## config.mk

```make
export PLATFORM = sky130hd
export DESIGN_NAME = urw_top
export DESIGN_NICKNAME = d
export VERILOG_FILES = /design/src/verilog/urw_pkg.sv /design/src/verilog/urw_top.sv
export VERILOG_INCLUDE_DIRS = /design/src /design/src/verilog
export SDC_FILE = /design/constraint.sdc
export NUM_CORES = 1
export LEC_CHECK = 0
export BUFFER_PORTS_ARGS = -buffer_cell sky130_fd_sc_hd__buf_2
export CAP_MARGIN = 20
export CORE_MARGIN = 2
export CORE_UTILIZATION = 46
export CTS_BUF_LIST = sky130_fd_sc_hd__clkbuf_8 sky130_fd_sc_hd__clkbuf_16
export DETAILED_ROUTE_END_ITERATION = 8
export GPL_ROUTABILITY_DRIVEN = 0
export SYNTH_ARGS = -nofsm -noshare
export SYNTH_HDL_FRONTEND = slang
export SYNTH_SLANG_ARGS = --single-unit
export TNS_END_PERCENT = 1
```

## constraint.sdc

```tcl
create_clock -name pclk -period 4.9 [get_ports pclk]
set_clock_uncertainty 0.2 [all_clocks]
set_input_delay 0.98 -clock pclk [delete_from_list [all_inputs] [get_ports pclk]]
set_output_delay 0.98 -clock pclk [all_outputs]
set_load 0.02 [all_outputs]
```

## src/verilog/urw_defines.svh

```systemverilog
// Register offsets, field positions, reset values and timing counts of the serial block.
// Assumes an 8-bit APB byte address and 32-bit data with registers in the low byte, except the 13-bit divisor in bits 12:0.
`ifndef URW_DEFINES_SVH
`define URW_DEFINES_SVH

`define URW_OFF_CTRL1 8'h00
`define URW_OFF_CTRL2 8'h04
`define URW_OFF_STAT1 8'h08
`define URW_OFF_STAT2 8'h0C
`define URW_OFF_CTRL3 8'h10
`define URW_OFF_DATA 8'h14
`define URW_OFF_BAUD 8'h18

// Control 1
`define URW_C1_LOOP 0
`define URW_C1_RX_SRC 1
`define URW_C1_NINE 2
`define URW_C1_WAKE 3
`define URW_C1_IDLE_AFTER_STOP 4
`define URW_C1_PE 5
`define URW_C1_PT 6
`define URW_C1_TWO_STOP 7
// Control 2
`define URW_C2_SLEEP 1
`define URW_C2_RE 2
`define URW_C2_TE 3
`define URW_C2_ILIE 4
`define URW_C2_RIE 5
`define URW_C2_TXC_IE 6
`define URW_C2_TXE_IE 7
// Status 2 (control part and flags)
`define URW_S2_RXEDGIE 0
`define URW_S2_LBKDIE 1
`define URW_S2_IDLE_SLEEP 3
`define URW_S2_EDGE_FLAG 6
`define URW_S2_BRK_FLAG 7
// Control 3
`define URW_C3_PEIE 0
`define URW_C3_FEIE 1
`define URW_C3_NEIE 2
`define URW_C3_ORIE 3
`define URW_C3_SW_DIR 5
`define URW_C3_TX9 6

// Reset values
`define URW_CTRL1_RST 8'h00
`define URW_CTRL2_RST 8'h00
`define URW_S2CTL_RST 8'h00
`define URW_CTRL3_RST 8'h00
`define URW_BAUD_RST 13'h0004

// Timing: 16 samples per bit, samples taken at RT8..RT10, base frame of 10 bits
`define URW_RT_LAST 4'hF
`define URW_RT_S1 4'h7
`define URW_RT_S3 4'h9
`define URW_CHAR_BASE 4'hA

`endif

```

## src/verilog/urw_pkg.sv

```systemverilog
// Types shared by the serial wakeup and flag block.
// Assumes nothing beyond a SystemVerilog compiler.
package urw_pkg;

  typedef enum logic [3:0] {
    URW_RX_IDLE = 4'b0001,
    URW_RX_START = 4'b0010,
    URW_RX_DATA = 4'b0100,
    URW_RX_STOP = 4'b1000
  } urw_rx_state_t;

endpackage

```

## src/verilog/urw_top.sv

```systemverilog
// Serial receiver wakeup, status flags, 9-bit data, stop freeze and loop routing, APB slave.
// Assumes pins synchronous to pclk and an APB master that waits for pready.
//
// Summary of operation
// - Sleep blocks every receiver flag but edge; idle may still set if idle-in-sleep set.
// - Idle-line wakeup clears sleep after 10, 11 or 12 idle bit times.
// - Sleeping without idle-in-sleep: waking idle does not set idle flag.
// - With idle-in-sleep set, an armed idle detection sets idle flag in sleep too; interrupt if enabled.
// - Idle count starts after start bit, or after stop bit when selected.
// - Address-mark wakeup clears sleep on msb one; two ones with two stops.
// - Address character wakes before its last stop bit and is still received.
// - Three interrupt requests: transmit, receive, error; ten maskable sources.
// - Transmit empty flag set when buffer free; interrupt while set if enabled.
// - Transmit complete set when line idle and nothing queued; interrupt if enabled.
// - Receive full clears by status read while set, then data read.
// - Idle clears the same way; rearms only after a new receive full.
// - Noise, framing, parity errors set with receive full, never on overrun.
// - New character while receive full sets overrun; character and errors dropped.
// - Active receive edge sets edge flag while receiver enabled; write one clears.
// - Ninth transmit bit copied into shifter with data; ninth receive bit held.
// - Stop3 freezes all state except break flag and sleep bit, which a pending strobe still sets or clears; operation resumes on exit.
// - Loop mode feeds transmitter output to receiver; receive pin released.
// - Single-wire mode links receiver to transmit pin; receive pin released.
// - Single-wire direction picks pin input or transmitter drive without loopback.
// - Sixteen samples per bit; bit level is majority of three mid samples.
// - No character transfers to the buffer while framing error stays set.
`timescale 1ns/1ps

module urw_top
  import urw_pkg::*;
#(
  parameter int BAUD_W = 13
) (
  // APB
  input wire logic pclk,
  input wire logic presetn,
  input wire logic psel,
  input wire logic penable,
  input wire logic pwrite,
  input wire logic [7:0] paddr,
  input wire logic [31:0] pwdata,
  output logic [31:0] prdata,
  output logic pready,
  output logic pslverr,
  // Serial pins
  input wire logic rxd_in,
  input wire logic txd_in,
  output logic txd_out,
  output logic txd_oe,
  output logic rxd_pin_used,
  // Power
  input wire logic stop3_mode,
  // Interrupt requests
  output logic irq_tx,
  output logic irq_rx,
  output logic irq_err
);

  `include "urw_defines.svh"

  function automatic logic maj3(input logic [2:0] s);
    maj3 = (s[0] & s[1]) | (s[0] & s[2]) | (s[1] & s[2]);
  endfunction

  function automatic logic [3:0] char_bits(input logic nine, input logic two_stop);
    char_bits = `URW_CHAR_BASE + {3'h0, nine} + {3'h0, two_stop};
  endfunction

  function automatic logic is_mapped(input logic [7:0] a);
    is_mapped = (a == `URW_OFF_CTRL1) || (a == `URW_OFF_CTRL2) || (a == `URW_OFF_STAT1) ||
                (a == `URW_OFF_STAT2) || (a == `URW_OFF_CTRL3) || (a == `URW_OFF_DATA) ||
                (a == `URW_OFF_BAUD);
  endfunction

  logic [7:0] ctrl1_q, ctrl2_q, s2ctl_q, ctrl3_q;
  logic [BAUD_W-1:0] baud_q, bcnt_q;
  logic [31:0] rdmux;
  logic [5:0] s1_seen_q;
  logic run, acc, wr, rd, setup, tick16;
  logic receiver_sleep_q, rx_buffer_full_q, idle_q, overrun_q, noise_flag_q;
  logic framing_error_flag_q, parity_error_flag_q, rx_edge_flag_q, line_break_detect_flag_q;
  logic rx_ninth_bit_q, idle_armed_q, rx_prev_q;
  logic [7:0] rx_data_q;
  urw_rx_state_t rx_state_q;
  logic [3:0] rt_q, bit_idx_q, idle_cnt_q, nbits;
  logic [2:0] hist_q, smp_q;
  logic [8:0] shift_q;
  logic noise_acc_q, stop_ferr_q, stop2_q, am_pend_q, am_wake_q, idle_done_q;
  logic xfer_q, x_noise_q, x_ferr_q, x_perr_q, x_brk_q, x_ninth_q;
  logic [7:0] x_data_q;
  logic rx_src, bit_end, maj, noisy, count_ok, idle_hit, idle_set, blocked, rx_edge;
  logic [8:0] frame_bits;
  logic [7:0] tx_buf_q;
  logic [10:0] tx_sh_q;
  logic [3:0] tx_bt_q, tx_cnt_q;
  logic tx_full_q, tx_busy_q, tx_line_q, tx_ninth_q, tx_bit_tick;

  wire loopback_enable = ctrl1_q[`URW_C1_LOOP];
  wire receiver_source_select = ctrl1_q[`URW_C1_RX_SRC];
  wire nine_bit = ctrl1_q[`URW_C1_NINE];
  wire wake_addr_mark = ctrl1_q[`URW_C1_WAKE];
  wire idle_count_after_stop = ctrl1_q[`URW_C1_IDLE_AFTER_STOP];
  wire two_stop_bits = ctrl1_q[`URW_C1_TWO_STOP];
  wire rx_enable = ctrl2_q[`URW_C2_RE];
  wire tx_enable = ctrl2_q[`URW_C2_TE];
  wire idle_flag_in_sleep = s2ctl_q[`URW_S2_IDLE_SLEEP];
  wire tx_ninth_bit = ctrl3_q[`URW_C3_TX9];
  wire single_wire_direction = ctrl3_q[`URW_C3_SW_DIR];
  wire tx_buffer_empty = ~tx_full_q;
  wire tx_complete = ~tx_full_q & ~tx_busy_q;

  // Stop3: every enable below is gated but the break-flag set and the am_wake_q sleep clear, so other state holds
  assign run = ~stop3_mode;
  assign pready = run;
  assign setup = psel & ~penable;
  assign acc = psel & penable & run;
  assign wr = acc & pwrite & is_mapped(paddr);
  assign rd = acc & ~pwrite & is_mapped(paddr);
  assign pslverr = acc & ~is_mapped(paddr);

  always_comb begin
    rdmux = 32'h0000_0000;
    case (paddr)
      `URW_OFF_CTRL1: rdmux[7:0] = ctrl1_q;
      `URW_OFF_CTRL2: rdmux[7:0] = {ctrl2_q[7:2], receiver_sleep_q, 1'b0};
      `URW_OFF_STAT1: rdmux[7:0] = {tx_buffer_empty, tx_complete, rx_buffer_full_q, idle_q,
                                    overrun_q, noise_flag_q, framing_error_flag_q,
                                    parity_error_flag_q};
      `URW_OFF_STAT2: rdmux[7:0] = {line_break_detect_flag_q, rx_edge_flag_q, 2'b00,
                                    s2ctl_q[3:0]};
      `URW_OFF_CTRL3: rdmux[7:0] = {rx_ninth_bit_q, ctrl3_q[6:0]};
      `URW_OFF_DATA: rdmux[7:0] = rx_data_q;
      `URW_OFF_BAUD: rdmux[BAUD_W-1:0] = baud_q;
      default: rdmux = 32'h0000_0000;
    endcase
  end

  // Read data captured in setup so the access phase needs no wait state
  always_ff @(posedge pclk or negedge presetn) begin
    if (!presetn) begin
      prdata <= 32'h0000_0000;
    end else if (setup && run) begin
      prdata <= rdmux;
    end
  end

  always_ff @(posedge pclk or negedge presetn) begin
    if (!presetn) begin
      ctrl1_q <= `URW_CTRL1_RST;
      ctrl2_q <= `URW_CTRL2_RST;
      s2ctl_q <= `URW_S2CTL_RST;
      ctrl3_q <= `URW_CTRL3_RST;
      baud_q <= `URW_BAUD_RST;
    end else if (wr) begin
      case (paddr)
        `URW_OFF_CTRL1: ctrl1_q <= pwdata[7:0];
        `URW_OFF_CTRL2: ctrl2_q <= {pwdata[7:2], 2'b00};
        `URW_OFF_STAT2: s2ctl_q <= {4'h0, pwdata[3], 1'b0, pwdata[1:0]};
        `URW_OFF_CTRL3: ctrl3_q <= {1'b0, pwdata[6:5], 1'b0, pwdata[3:0]};
        `URW_OFF_BAUD: baud_q <= pwdata[BAUD_W-1:0];
        default: ;
      endcase
    end
  end

  // 16x sample tick; a zero divisor stops the serial side
  always_ff @(posedge pclk or negedge presetn) begin
    if (!presetn) begin
      bcnt_q <= '0;
    end else if (run) begin
      bcnt_q <= (bcnt_q + 1'b1 >= baud_q) ? '0 : bcnt_q + 1'b1;
    end
  end
  assign tick16 = run && (baud_q != '0) && (bcnt_q == '0);

  // Receiver source routing
  always_comb begin
    if (loopback_enable && !receiver_source_select) begin
      rx_src = tx_line_q;
    end else if (loopback_enable) begin
      rx_src = single_wire_direction ? 1'b1 : txd_in;
    end else begin
      rx_src = rxd_in;
    end
  end
  assign rxd_pin_used = ~loopback_enable;
  assign txd_out = tx_line_q;
  assign txd_oe = tx_enable &
                  ~(loopback_enable & receiver_source_select & ~single_wire_direction);

  assign nbits = nine_bit ? 4'h9 : 4'h8;
  assign bit_end = tick16 && (rt_q == `URW_RT_LAST);
  assign maj = maj3(smp_q);
  assign noisy = (smp_q != 3'b000) && (smp_q != 3'b111);
  assign frame_bits = nine_bit ? shift_q : {1'b0, shift_q[8:1]};

  always_ff @(posedge pclk or negedge presetn) begin
    if (!presetn) begin
      rx_state_q <= URW_RX_IDLE;
      rt_q <= 4'h0;
      hist_q <= 3'b000;
      smp_q <= 3'b111;
      bit_idx_q <= 4'h0;
      shift_q <= 9'h000;
      noise_acc_q <= 1'b0;
      stop_ferr_q <= 1'b0;
      stop2_q <= 1'b0;
      am_pend_q <= 1'b0;
      am_wake_q <= 1'b0;
      xfer_q <= 1'b0;
      x_noise_q <= 1'b0;
      x_ferr_q <= 1'b0;
      x_perr_q <= 1'b0;
      x_brk_q <= 1'b0;
      x_ninth_q <= 1'b0;
      x_data_q <= 8'h00;
    end else begin
      // Strobes hold through stop3 so a pending transfer lands after exit
      if (run) begin
        xfer_q <= 1'b0;
        am_wake_q <= 1'b0;
      end
      if (tick16 && !rx_enable) begin
        rx_state_q <= URW_RX_IDLE;
        hist_q <= 3'b000;
      end else if (tick16) begin
        rt_q <= rt_q + 4'h1;
        if (rt_q >= `URW_RT_S1 && rt_q <= `URW_RT_S3) begin
          smp_q <= {rx_src, smp_q[2:1]};
        end
        case (rx_state_q)
          URW_RX_IDLE: begin
            hist_q <= {hist_q[1:0], rx_src};
            if (hist_q == 3'b111 && !rx_src) begin
              rx_state_q <= URW_RX_START;
              rt_q <= 4'h1;
            end
          end
          URW_RX_START: begin
            if (bit_end) begin
              rx_state_q <= maj ? URW_RX_IDLE : URW_RX_DATA;
              noise_acc_q <= noisy;
              bit_idx_q <= 4'h0;
              stop2_q <= 1'b0;
              stop_ferr_q <= 1'b0;
              am_pend_q <= 1'b0;
            end
          end
          URW_RX_DATA: begin
            if (bit_end) begin
              shift_q <= {maj, shift_q[8:1]};
              noise_acc_q <= noise_acc_q | noisy;
              bit_idx_q <= bit_idx_q + 4'h1;
              if (bit_idx_q == nbits - 4'h1) begin
                rx_state_q <= URW_RX_STOP;
                if (maj && wake_addr_mark && receiver_sleep_q) begin
                  am_wake_q <= ~two_stop_bits;
                  am_pend_q <= two_stop_bits;
                end
              end
            end
          end
          URW_RX_STOP: begin
            if (bit_end) begin
              noise_acc_q <= noise_acc_q | noisy;
              if (two_stop_bits && !stop2_q) begin
                // Second one of a two-stop address mark; wakes before the last stop
                stop2_q <= 1'b1;
                stop_ferr_q <= ~maj;
                am_wake_q <= am_pend_q & maj;
              end else begin
                rx_state_q <= URW_RX_IDLE;
                xfer_q <= 1'b1;
                x_data_q <= frame_bits[7:0];
                x_ninth_q <= frame_bits[8];
                x_noise_q <= noise_acc_q | noisy;
                x_ferr_q <= stop_ferr_q | ~maj;
                x_perr_q <= ctrl1_q[`URW_C1_PE] &
                          ((^frame_bits) != ctrl1_q[`URW_C1_PT]);
                x_brk_q <= (frame_bits == 9'h000) & ~maj;
                // Refill edge search after every character but a break so a new start is seen at once
                hist_q <= ((frame_bits != 9'h000) || maj) ? 3'b111 : 3'b000;
              end
            end
          end
          default: rx_state_q <= URW_RX_IDLE;
        endcase
      end
    end
  end

  // Idle detection on whole bit times of idle level
  assign count_ok = (rx_state_q == URW_RX_IDLE) ||
                    (!idle_count_after_stop && rx_state_q != URW_RX_START);
  assign idle_hit = bit_end && maj && count_ok && rx_enable && !idle_done_q &&
                    (idle_cnt_q + 4'h1 == char_bits(nine_bit, two_stop_bits));

  always_ff @(posedge pclk or negedge presetn) begin
    if (!presetn) begin
      idle_cnt_q <= 4'h0;
      idle_done_q <= 1'b0;
    end else if (tick16 && rx_state_q == URW_RX_IDLE && hist_q == 3'b111 && !rx_src) begin
      idle_cnt_q <= 4'h0;
      idle_done_q <= 1'b0;
    end else if (bit_end) begin
      if (!maj) begin
        idle_cnt_q <= 4'h0;
      end else if (count_ok && !idle_done_q) begin
        idle_cnt_q <= idle_cnt_q + 4'h1;
      end
      if (idle_hit) begin
        idle_done_q <= 1'b1;
      end
    end
  end

  // Sleep bit: software sets or clears it, the line wakes it
  always_ff @(posedge pclk or negedge presetn) begin
    if (!presetn) begin
      receiver_sleep_q <= 1'b0;
    end else if (wr && paddr == `URW_OFF_CTRL2) begin
      receiver_sleep_q <= pwdata[`URW_C2_SLEEP];
    end else if ((idle_hit && !wake_addr_mark) || am_wake_q) begin
      receiver_sleep_q <= 1'b0;
    end
  end

  assign blocked = receiver_sleep_q;
  assign idle_set = idle_hit && idle_armed_q &&
                    (!receiver_sleep_q || idle_flag_in_sleep);
  assign rx_edge = run && rx_enable && rx_prev_q && !rx_src;

  // Status read arms the clear; the following data read clears what it showed
  always_ff @(posedge pclk or negedge presetn) begin
    if (!presetn) begin
      s1_seen_q <= 6'h00;
    end else if (rd && paddr == `URW_OFF_STAT1) begin
      s1_seen_q <= prdata[5:0];
    end else if (rd && paddr == `URW_OFF_DATA) begin
      s1_seen_q <= 6'h00;
    end
  end

  wire data_rd = rd && (paddr == `URW_OFF_DATA);
  wire [5:0] clr = data_rd ? s1_seen_q : 6'h00;
  wire take = xfer_q && !blocked && !framing_error_flag_q;
  wire load = take && !rx_buffer_full_q;

  always_ff @(posedge pclk or negedge presetn) begin
    if (!presetn) begin
      rx_buffer_full_q <= 1'b0;
      idle_q <= 1'b0;
      overrun_q <= 1'b0;
      noise_flag_q <= 1'b0;
      framing_error_flag_q <= 1'b0;
      parity_error_flag_q <= 1'b0;
      idle_armed_q <= 1'b0;
      rx_data_q <= 8'h00;
      rx_ninth_bit_q <= 1'b0;
    end else if (run) begin
      // Set wins over a clear in the same cycle
      rx_buffer_full_q <= load | (rx_buffer_full_q & ~clr[5]);
      idle_q <= idle_set | (idle_q & ~clr[4]);
      overrun_q <= (take & rx_buffer_full_q) | (overrun_q & ~clr[3]);
      noise_flag_q <= (load & x_noise_q) | (noise_flag_q & ~clr[2]);
      framing_error_flag_q <= (load & x_ferr_q) | (framing_error_flag_q & ~clr[1]);
      parity_error_flag_q <= (load & x_perr_q) | (parity_error_flag_q & ~clr[0]);
      if (load) begin
        idle_armed_q <= 1'b1;
        rx_data_q <= x_data_q;
        rx_ninth_bit_q <= x_ninth_q;
      end else if (clr[4]) begin
        idle_armed_q <= 1'b0;
      end
    end
  end

  // Edge and break flags, cleared by writing one
  always_ff @(posedge pclk or negedge presetn) begin
    if (!presetn) begin
      rx_prev_q <= 1'b1;
      rx_edge_flag_q <= 1'b0;
      line_break_detect_flag_q <= 1'b0;
    end else begin
      if (run) begin
        rx_prev_q <= rx_src;
      end
      rx_edge_flag_q <= rx_edge |
                        (rx_edge_flag_q & ~(wr && paddr == `URW_OFF_STAT2 &&
                                            pwdata[`URW_S2_EDGE_FLAG]));
      line_break_detect_flag_q <= (xfer_q & x_brk_q & ~blocked) |
                                  (line_break_detect_flag_q &
                                   ~(wr && paddr == `URW_OFF_STAT2 &&
                                     pwdata[`URW_S2_BRK_FLAG]));
    end
  end

  // Transmitter: buffer, then frame shifter on the bit tick
  assign tx_bit_tick = tick16 && (tx_bt_q == `URW_RT_LAST);

  always_ff @(posedge pclk or negedge presetn) begin
    if (!presetn) begin
      tx_bt_q <= 4'h0;
      tx_buf_q <= 8'h00;
      tx_ninth_q <= 1'b0;
      tx_full_q <= 1'b0;
      tx_busy_q <= 1'b0;
      tx_sh_q <= 11'h7FF;
      tx_cnt_q <= 4'h0;
      tx_line_q <= 1'b1;
    end else begin
      if (tick16) begin
        tx_bt_q <= tx_bt_q + 4'h1;
      end
      if (wr && paddr == `URW_OFF_DATA && tx_enable) begin
        tx_buf_q <= pwdata[7:0];
        tx_ninth_q <= tx_ninth_bit;
        tx_full_q <= 1'b1;
      end else if (tx_bit_tick && !tx_busy_q && tx_full_q) begin
        tx_full_q <= 1'b0;
      end
      if (tx_bit_tick) begin
        if (!tx_busy_q && tx_full_q) begin
          tx_busy_q <= 1'b1;
          tx_line_q <= 1'b0;
          tx_sh_q <= {2'b11, nine_bit ? tx_ninth_q : 1'b1, tx_buf_q};
          tx_cnt_q <= char_bits(nine_bit, two_stop_bits) - 4'h1;
        end else if (tx_busy_q && tx_cnt_q == 4'h0) begin
          tx_busy_q <= 1'b0;
          tx_line_q <= 1'b1;
        end else if (tx_busy_q) begin
          tx_line_q <= tx_sh_q[0];
          tx_sh_q <= {1'b1, tx_sh_q[10:1]};
          tx_cnt_q <= tx_cnt_q - 4'h1;
        end
      end
    end
  end

  // Three request lines, each source under its own enable
  assign irq_tx = (ctrl2_q[`URW_C2_TXE_IE] & tx_buffer_empty) |
                  (ctrl2_q[`URW_C2_TXC_IE] & tx_complete);
  assign irq_rx = (ctrl2_q[`URW_C2_RIE] & rx_buffer_full_q) |
                  (ctrl2_q[`URW_C2_ILIE] & idle_q) |
                  (s2ctl_q[`URW_S2_RXEDGIE] & rx_edge_flag_q) |
                  (s2ctl_q[`URW_S2_LBKDIE] & line_break_detect_flag_q);
  assign irq_err = (ctrl3_q[`URW_C3_ORIE] & overrun_q) |
                   (ctrl3_q[`URW_C3_NEIE] & noise_flag_q) |
                   (ctrl3_q[`URW_C3_FEIE] & framing_error_flag_q) |
                   (ctrl3_q[`URW_C3_PEIE] & parity_error_flag_q);

endmodule

```

# ---- Word-level counts from Yosys, hierarchy flattened
# Index checks and enable logic that the tools add are counted.
dict set report classes {
  add_sub_neg 10
  order_cmp 3
  eq_ne 33
  n_mux 86
  bitwise 83
  reduce_logical 110
}
# operator n
set ops {}
lappend ops {{2-to-1 mux 4 bit} 19}
lappend ops {{case mux 8 bit (7 select lines)} 1}
lappend ops {{logical AND 1 bit} 44}
lappend ops {{2-to-1 mux 1 bit} 43}
lappend ops {{bitwise AND 1 bit} 42}
lappend ops {{2-to-1 mux 11 bit} 3}
lappend ops {{equality test 8 x 5 -> 1 bit (second input constant)} 3}
lappend ops {{AND reduction 2 bit} 12}
lappend ops {{nonzero test 2 bit} 12}
lappend ops {{NOT 1 bit} 22}
lappend ops {{inequality test 3 bit (second input constant)} 7}
lappend ops {{bitwise OR 1 bit} 19}
lappend ops {{2-to-1 mux 3 bit} 6}
lappend ops {{2-to-1 mux 6 bit} 3}
lappend ops {{adder 4 x 1 -> 4 bit (second input constant)} 4}
lappend ops {{equality test 8 x 4 -> 1 bit (second input constant)} 2}
lappend ops {{case mux 4 bit (4 select lines)} 1}
lappend ops {{AND reduction 5 bit} 3}
lappend ops {{inequality test 2 bit (second input constant)} 7}
lappend ops {{AND reduction 7 bit} 2}
lappend ops {{adder 13 x 1 -> 13 bit (second input constant)} 1}
lappend ops {{>= comparator 13 bit} 1}
lappend ops {{logical NOT 13 bit} 1}
lappend ops {{2-to-1 mux 13 bit} 1}
lappend ops {{34 further kinds} 66}
dict set report totals {
  reg_bits 170
  inputBits 48
  word_cells 374
}

# ---- Longest topological paths before layout
dict set report depth {
  word_depth 13
  depth_mapped 13
}

# ---- Worst setup path before layout
# Ideal clock, no wire load.
dict set report synth_timing {
  path_kind {reg2reg}
  start {register bcnt_q[0]}
  end {register bcnt_q[6]}
  arrival_ns 3.130
  path_slack_ns 1.488
  path_stages_with_launch 14
  n_path_buf 1
  cell_sequence {dfrtp_1 -> ha_1 -> and3_1 -> and3_1 -> and3_1 -> xor2_1 -> ha_1 -> a21o_1 -> a21o_1 -> a211o_1 -> a211oi_4 -> buf_2 -> a21oi_1 -> a31oi_1}
}
dict set report synth_between {
  elab_chain_cells 3
}
# element line
set synth_rtl {}
lappend synth_rtl {{from (decl)} urw_top.sv:76} ;# logic [BAUD_W-1:0] baud_q, bcnt_q;
lappend synth_rtl {{from (signal assigned)} urw_top.sv:171} ;# bcnt_q <= (bcnt_q + 1'b1 >= baud_q) ? '0 : bcnt_q + 1'b1;
lappend synth_rtl {{adder 13 x 1 -> 13 bit (*)} urw_top.sv:171}
lappend synth_rtl {{>= comparator 13 bit} urw_top.sv:171}
lappend synth_rtl {{2-to-1 mux 13 bit (*)} urw_top.sv:171}
# Every way passes the cells marked *; elsewhere a longest branch is shown, timed or not.
# A chain may end at the register's enable or synchronous reset.

# ---- Worst setup path in the final report
dict set report layout_timing {
  start {register bcnt_q[0]}
  end {register bcnt_q[5]}
}
# The elaborated chain is that of the path after synthesis.

==> flow_summary.yaml <==
clocking:
  insertion_delay_ps: 430
  post-cts-setup-buffer-count: 0
  cts_resized: 0
  tritoncts: "yes"
  cts_buffers: 17
  cts-root-buf: "clkbuf_16"
  clockBufferDepth: 2
  cts.htree.levels: 4
  holdBufCountCts: 0
  cts.clk_slew.worst_paths_ps: 70
  cts_sinks: 168
yosys:
  yosys-top-cells-count: "dfrtp_1, nand2_1, o21ai_0"
  yosysWarningCount: 0
  ys_types: 67
  ys.flop_type: "dfrtp_1"
  ys_top_cells_by_area: "dfrtp_1, mux2_2, dfstp_2"
  synth_edf_count: 0
  synth_top_cell_area_share_pct: 43.3
  synthCells: 877
  yosysMostFrequentCell: "dfrtp_1"
  ys_ff_latch: 168
  syn_area_per_cell_um2: 10.0
  synth_area_um2: 8780
  seq_area_frac_synth_pct: 48.1
  async_flop_share_pct: 100
  yosys.area.top_type: "dfrtp_1"
setup_path:
  crit_path_end_kind: "register"
  worstSetupPathType: "register to register"
  cp_max_fo: 19
  cpPeakStageDelay_ps: 650
  required_ps: 5060
  crit_chain: "ha_1 -> and3_1 -> and3_1 -> and3_1 -> xor2_1 -> ha_1 -> a21o_1 -> a21o_1 -> a211o_1 -> a211oi_4 -> o21ai_0 -> a31oi_1"
  path_common_cell: "and3_1"
  crit_path_start_kind: "register"
  crit_slowest_cell: "a211oi_4"
  crit_arrival_ps: 4080
min_path:
  min_path_type: "register to register"
timing:
  tns_ps: 0
  setup_viol: 0
  rsz0062_at_grt: "false"
  finalCriticalPeriod_ps: 3920
  worstMarginPinSlew_ps: 848
  fin_crit_sh_pct: 79.9
  fmax_mhz: 255
  finalHoldViolCount: 0
  slew_headroom_pct: 42.7
  drv_slew: 0
  setup_ws_ps: 984
global_routing:
  grt_pass1_wl_um: 34400
  antenna_found_initial: 0
  grt.overflow.total: 0
  grt_pass1_vias: 6296
  track_usage_pct: 22.0
  grt_max_degree: 110
power:
  p_sw_mw: 0.890
  pwr-share-seq_pct: 48.2
  p_int_mw: 2.24
  share_comb_of_total_power_pct: 9.7
  switching_share_pct: 28.4
  ir_worst_vdd_uv: 259
  total_power_mw: 3.13
  powerDensity_nw_per_um2: 321
  leakagePower_nw: 4.60
  clkPwrFrac_pct: 42.1
floorplan:
  rows: 50
  die_w_um: 142
  io_pins: 88
  start_util_pct: 46.9
  core_region_area_um2: 18700
  die-height_um: 142
  dieArea_um2: 20200
drt:
  ant_nets: 0
  wl_per_cell_um: 18.0
  first_pass_iters: 5
  route.detailed.drc: 0
  via_per_inst: 5.58
  vias: 6488
  wirelength_um: 20900
  first_iter_violations: 499
place:
  place_ws_ps: 1000
  portBuffers: 49
  dp_cells: 1130
  place_hpwl_um: 15100
finish:
  n_antenna_cell: 0
  ff_latch_area_um2: 4220
  final_cell_count_no_fill: 1163
  area_growth_pct: 11.1
  final_nets: 991
  multi_input_area_um2: 4210
  nFillCells: 1713
  drive_gt1_share_pct: 18.9
  utilization_pct: 52.2
status:
  status: "finished clean"
flow_run:
  max_cap_viol_count: 0
## worst max-delay path, delay by kind of cell, from the launching register on
kind	cells	cell delay [ps]
XOR/XNOR	1	190
AND/OR/NAND/NOR	3	750
flip-flops	1	460
AO/OA/AOI/OAI	6	1710
adder cells (fa/ha/maj)	2	540
## power by group through the flow
| stage | registers, mW | logic [mW] | clock network [mW] |
|---|---|---|---|
| after floorplan | 1.52 | 0.213 | 0 |
| after global placement | 1.53 | 0.298 | 0 |
| after detailed placement | 1.54 | 0.302 | 0 |
| after CTS | 1.51 | 0.303 | 1.34 |
| after global routing | 1.52 | 0.341 | 1.41 |
| final | 1.51 | 0.304 | 1.32 |
## metal layers
layer	routed length (um)	track usage, %	up-vias
li1	-	-	3185
met1	10300	32.9	3134
met5	0	0	-
met3	825	3.26	26
met2	9370	32.7	143
met4	444	7.47	0
## state kept, by name, indices dropped and copies added, names as in the netlist, 3 cells and up
signal	count
baud_q	13
bcnt_q	13
prdata	13
shift_q	9
tx_sh_q	9
ctrl1_q	8
rx_data_q	8
tx_buf_q	8
x_data_q	8
ctrl2_q	6
ctrl3_q	6
s1_seen_q	6
bit_idx_q	4
idle_cnt_q	4
rt_q	4
rx_state_q	4
tx_bt_q	4
tx_cnt_q	4
hist_q	3
s2ctl_q	3
smp_q	3
## worst paths after layout
check | start | to | slack [ps] | depth (start not counted)
max in group asynchronous | presetn | bcnt_q[2] | 3480 | 2
min in group asynchronous | presetn | tx_buf_q[2] | 290 | 1
max | bcnt_q[0] | bcnt_q[5] | 980 | 12
min reg2reg | prdata[12] | prdata[12] | 260 | 2
max reg2reg | bcnt_q[0] | bcnt_q[5] | 980 | 12
min | prdata[12] | prdata[12] | 260 | 2
## stage by stage
stage	instance area, um^2	hold slack, ps
final	9760	262
after global routing	9760	300
after CTS	9730	270
after detailed placement	9160	254
after global placement	9160	251
after floorplan	8850	238
## cell families (layout without fill, tap and decap cells)
family / after synthesis / in the layout / share of synthesized area (%)
other: 1 / 19 / 0.0427
AO/OA/AOI/OAI: 198 / 198 / 14.0
XOR/XNOR: 23 / 23 / 2.29
adder cells (fa/ha/maj): 28 / 28 / 3.96
flip-flops: 168 / 168 / 48.1
multiplexers: 81 / 81 / 10.3
AND/OR/NAND/NOR: 292 / 292 / 16.5
buffers and inverters: 86 / 120 / 4.75
## final cells by class
| class | count | share of cell area, % |
|---|---|---|
| Multi-Input combinational cell | 641 | 43.2 |
| Timing Repair Buffer | 55 | 3.37 |
| Inverter | 33 | 1.27 |
| Tap cell | 234 | 3.00 |
| Clock inverter | 15 | 1.51 |
| Sequential cell | 168 | 43.3 |
| Clock buffer | 17 | 4.36 |
## cells in the final DEF (no fill, tap or decap), drive strengths merged, types with 17 or more instances in the layout
cell type  instances
dfrtp            152
nand2            108
o21ai             79
mux2              57
buf               55
nor2              54
inv               45
a21oi             33
nand3             31
ha                27
mux2i             22
and3              21
conb              19
nor3              17
clkbuf            17
Power figures use the tool's default switching activity.
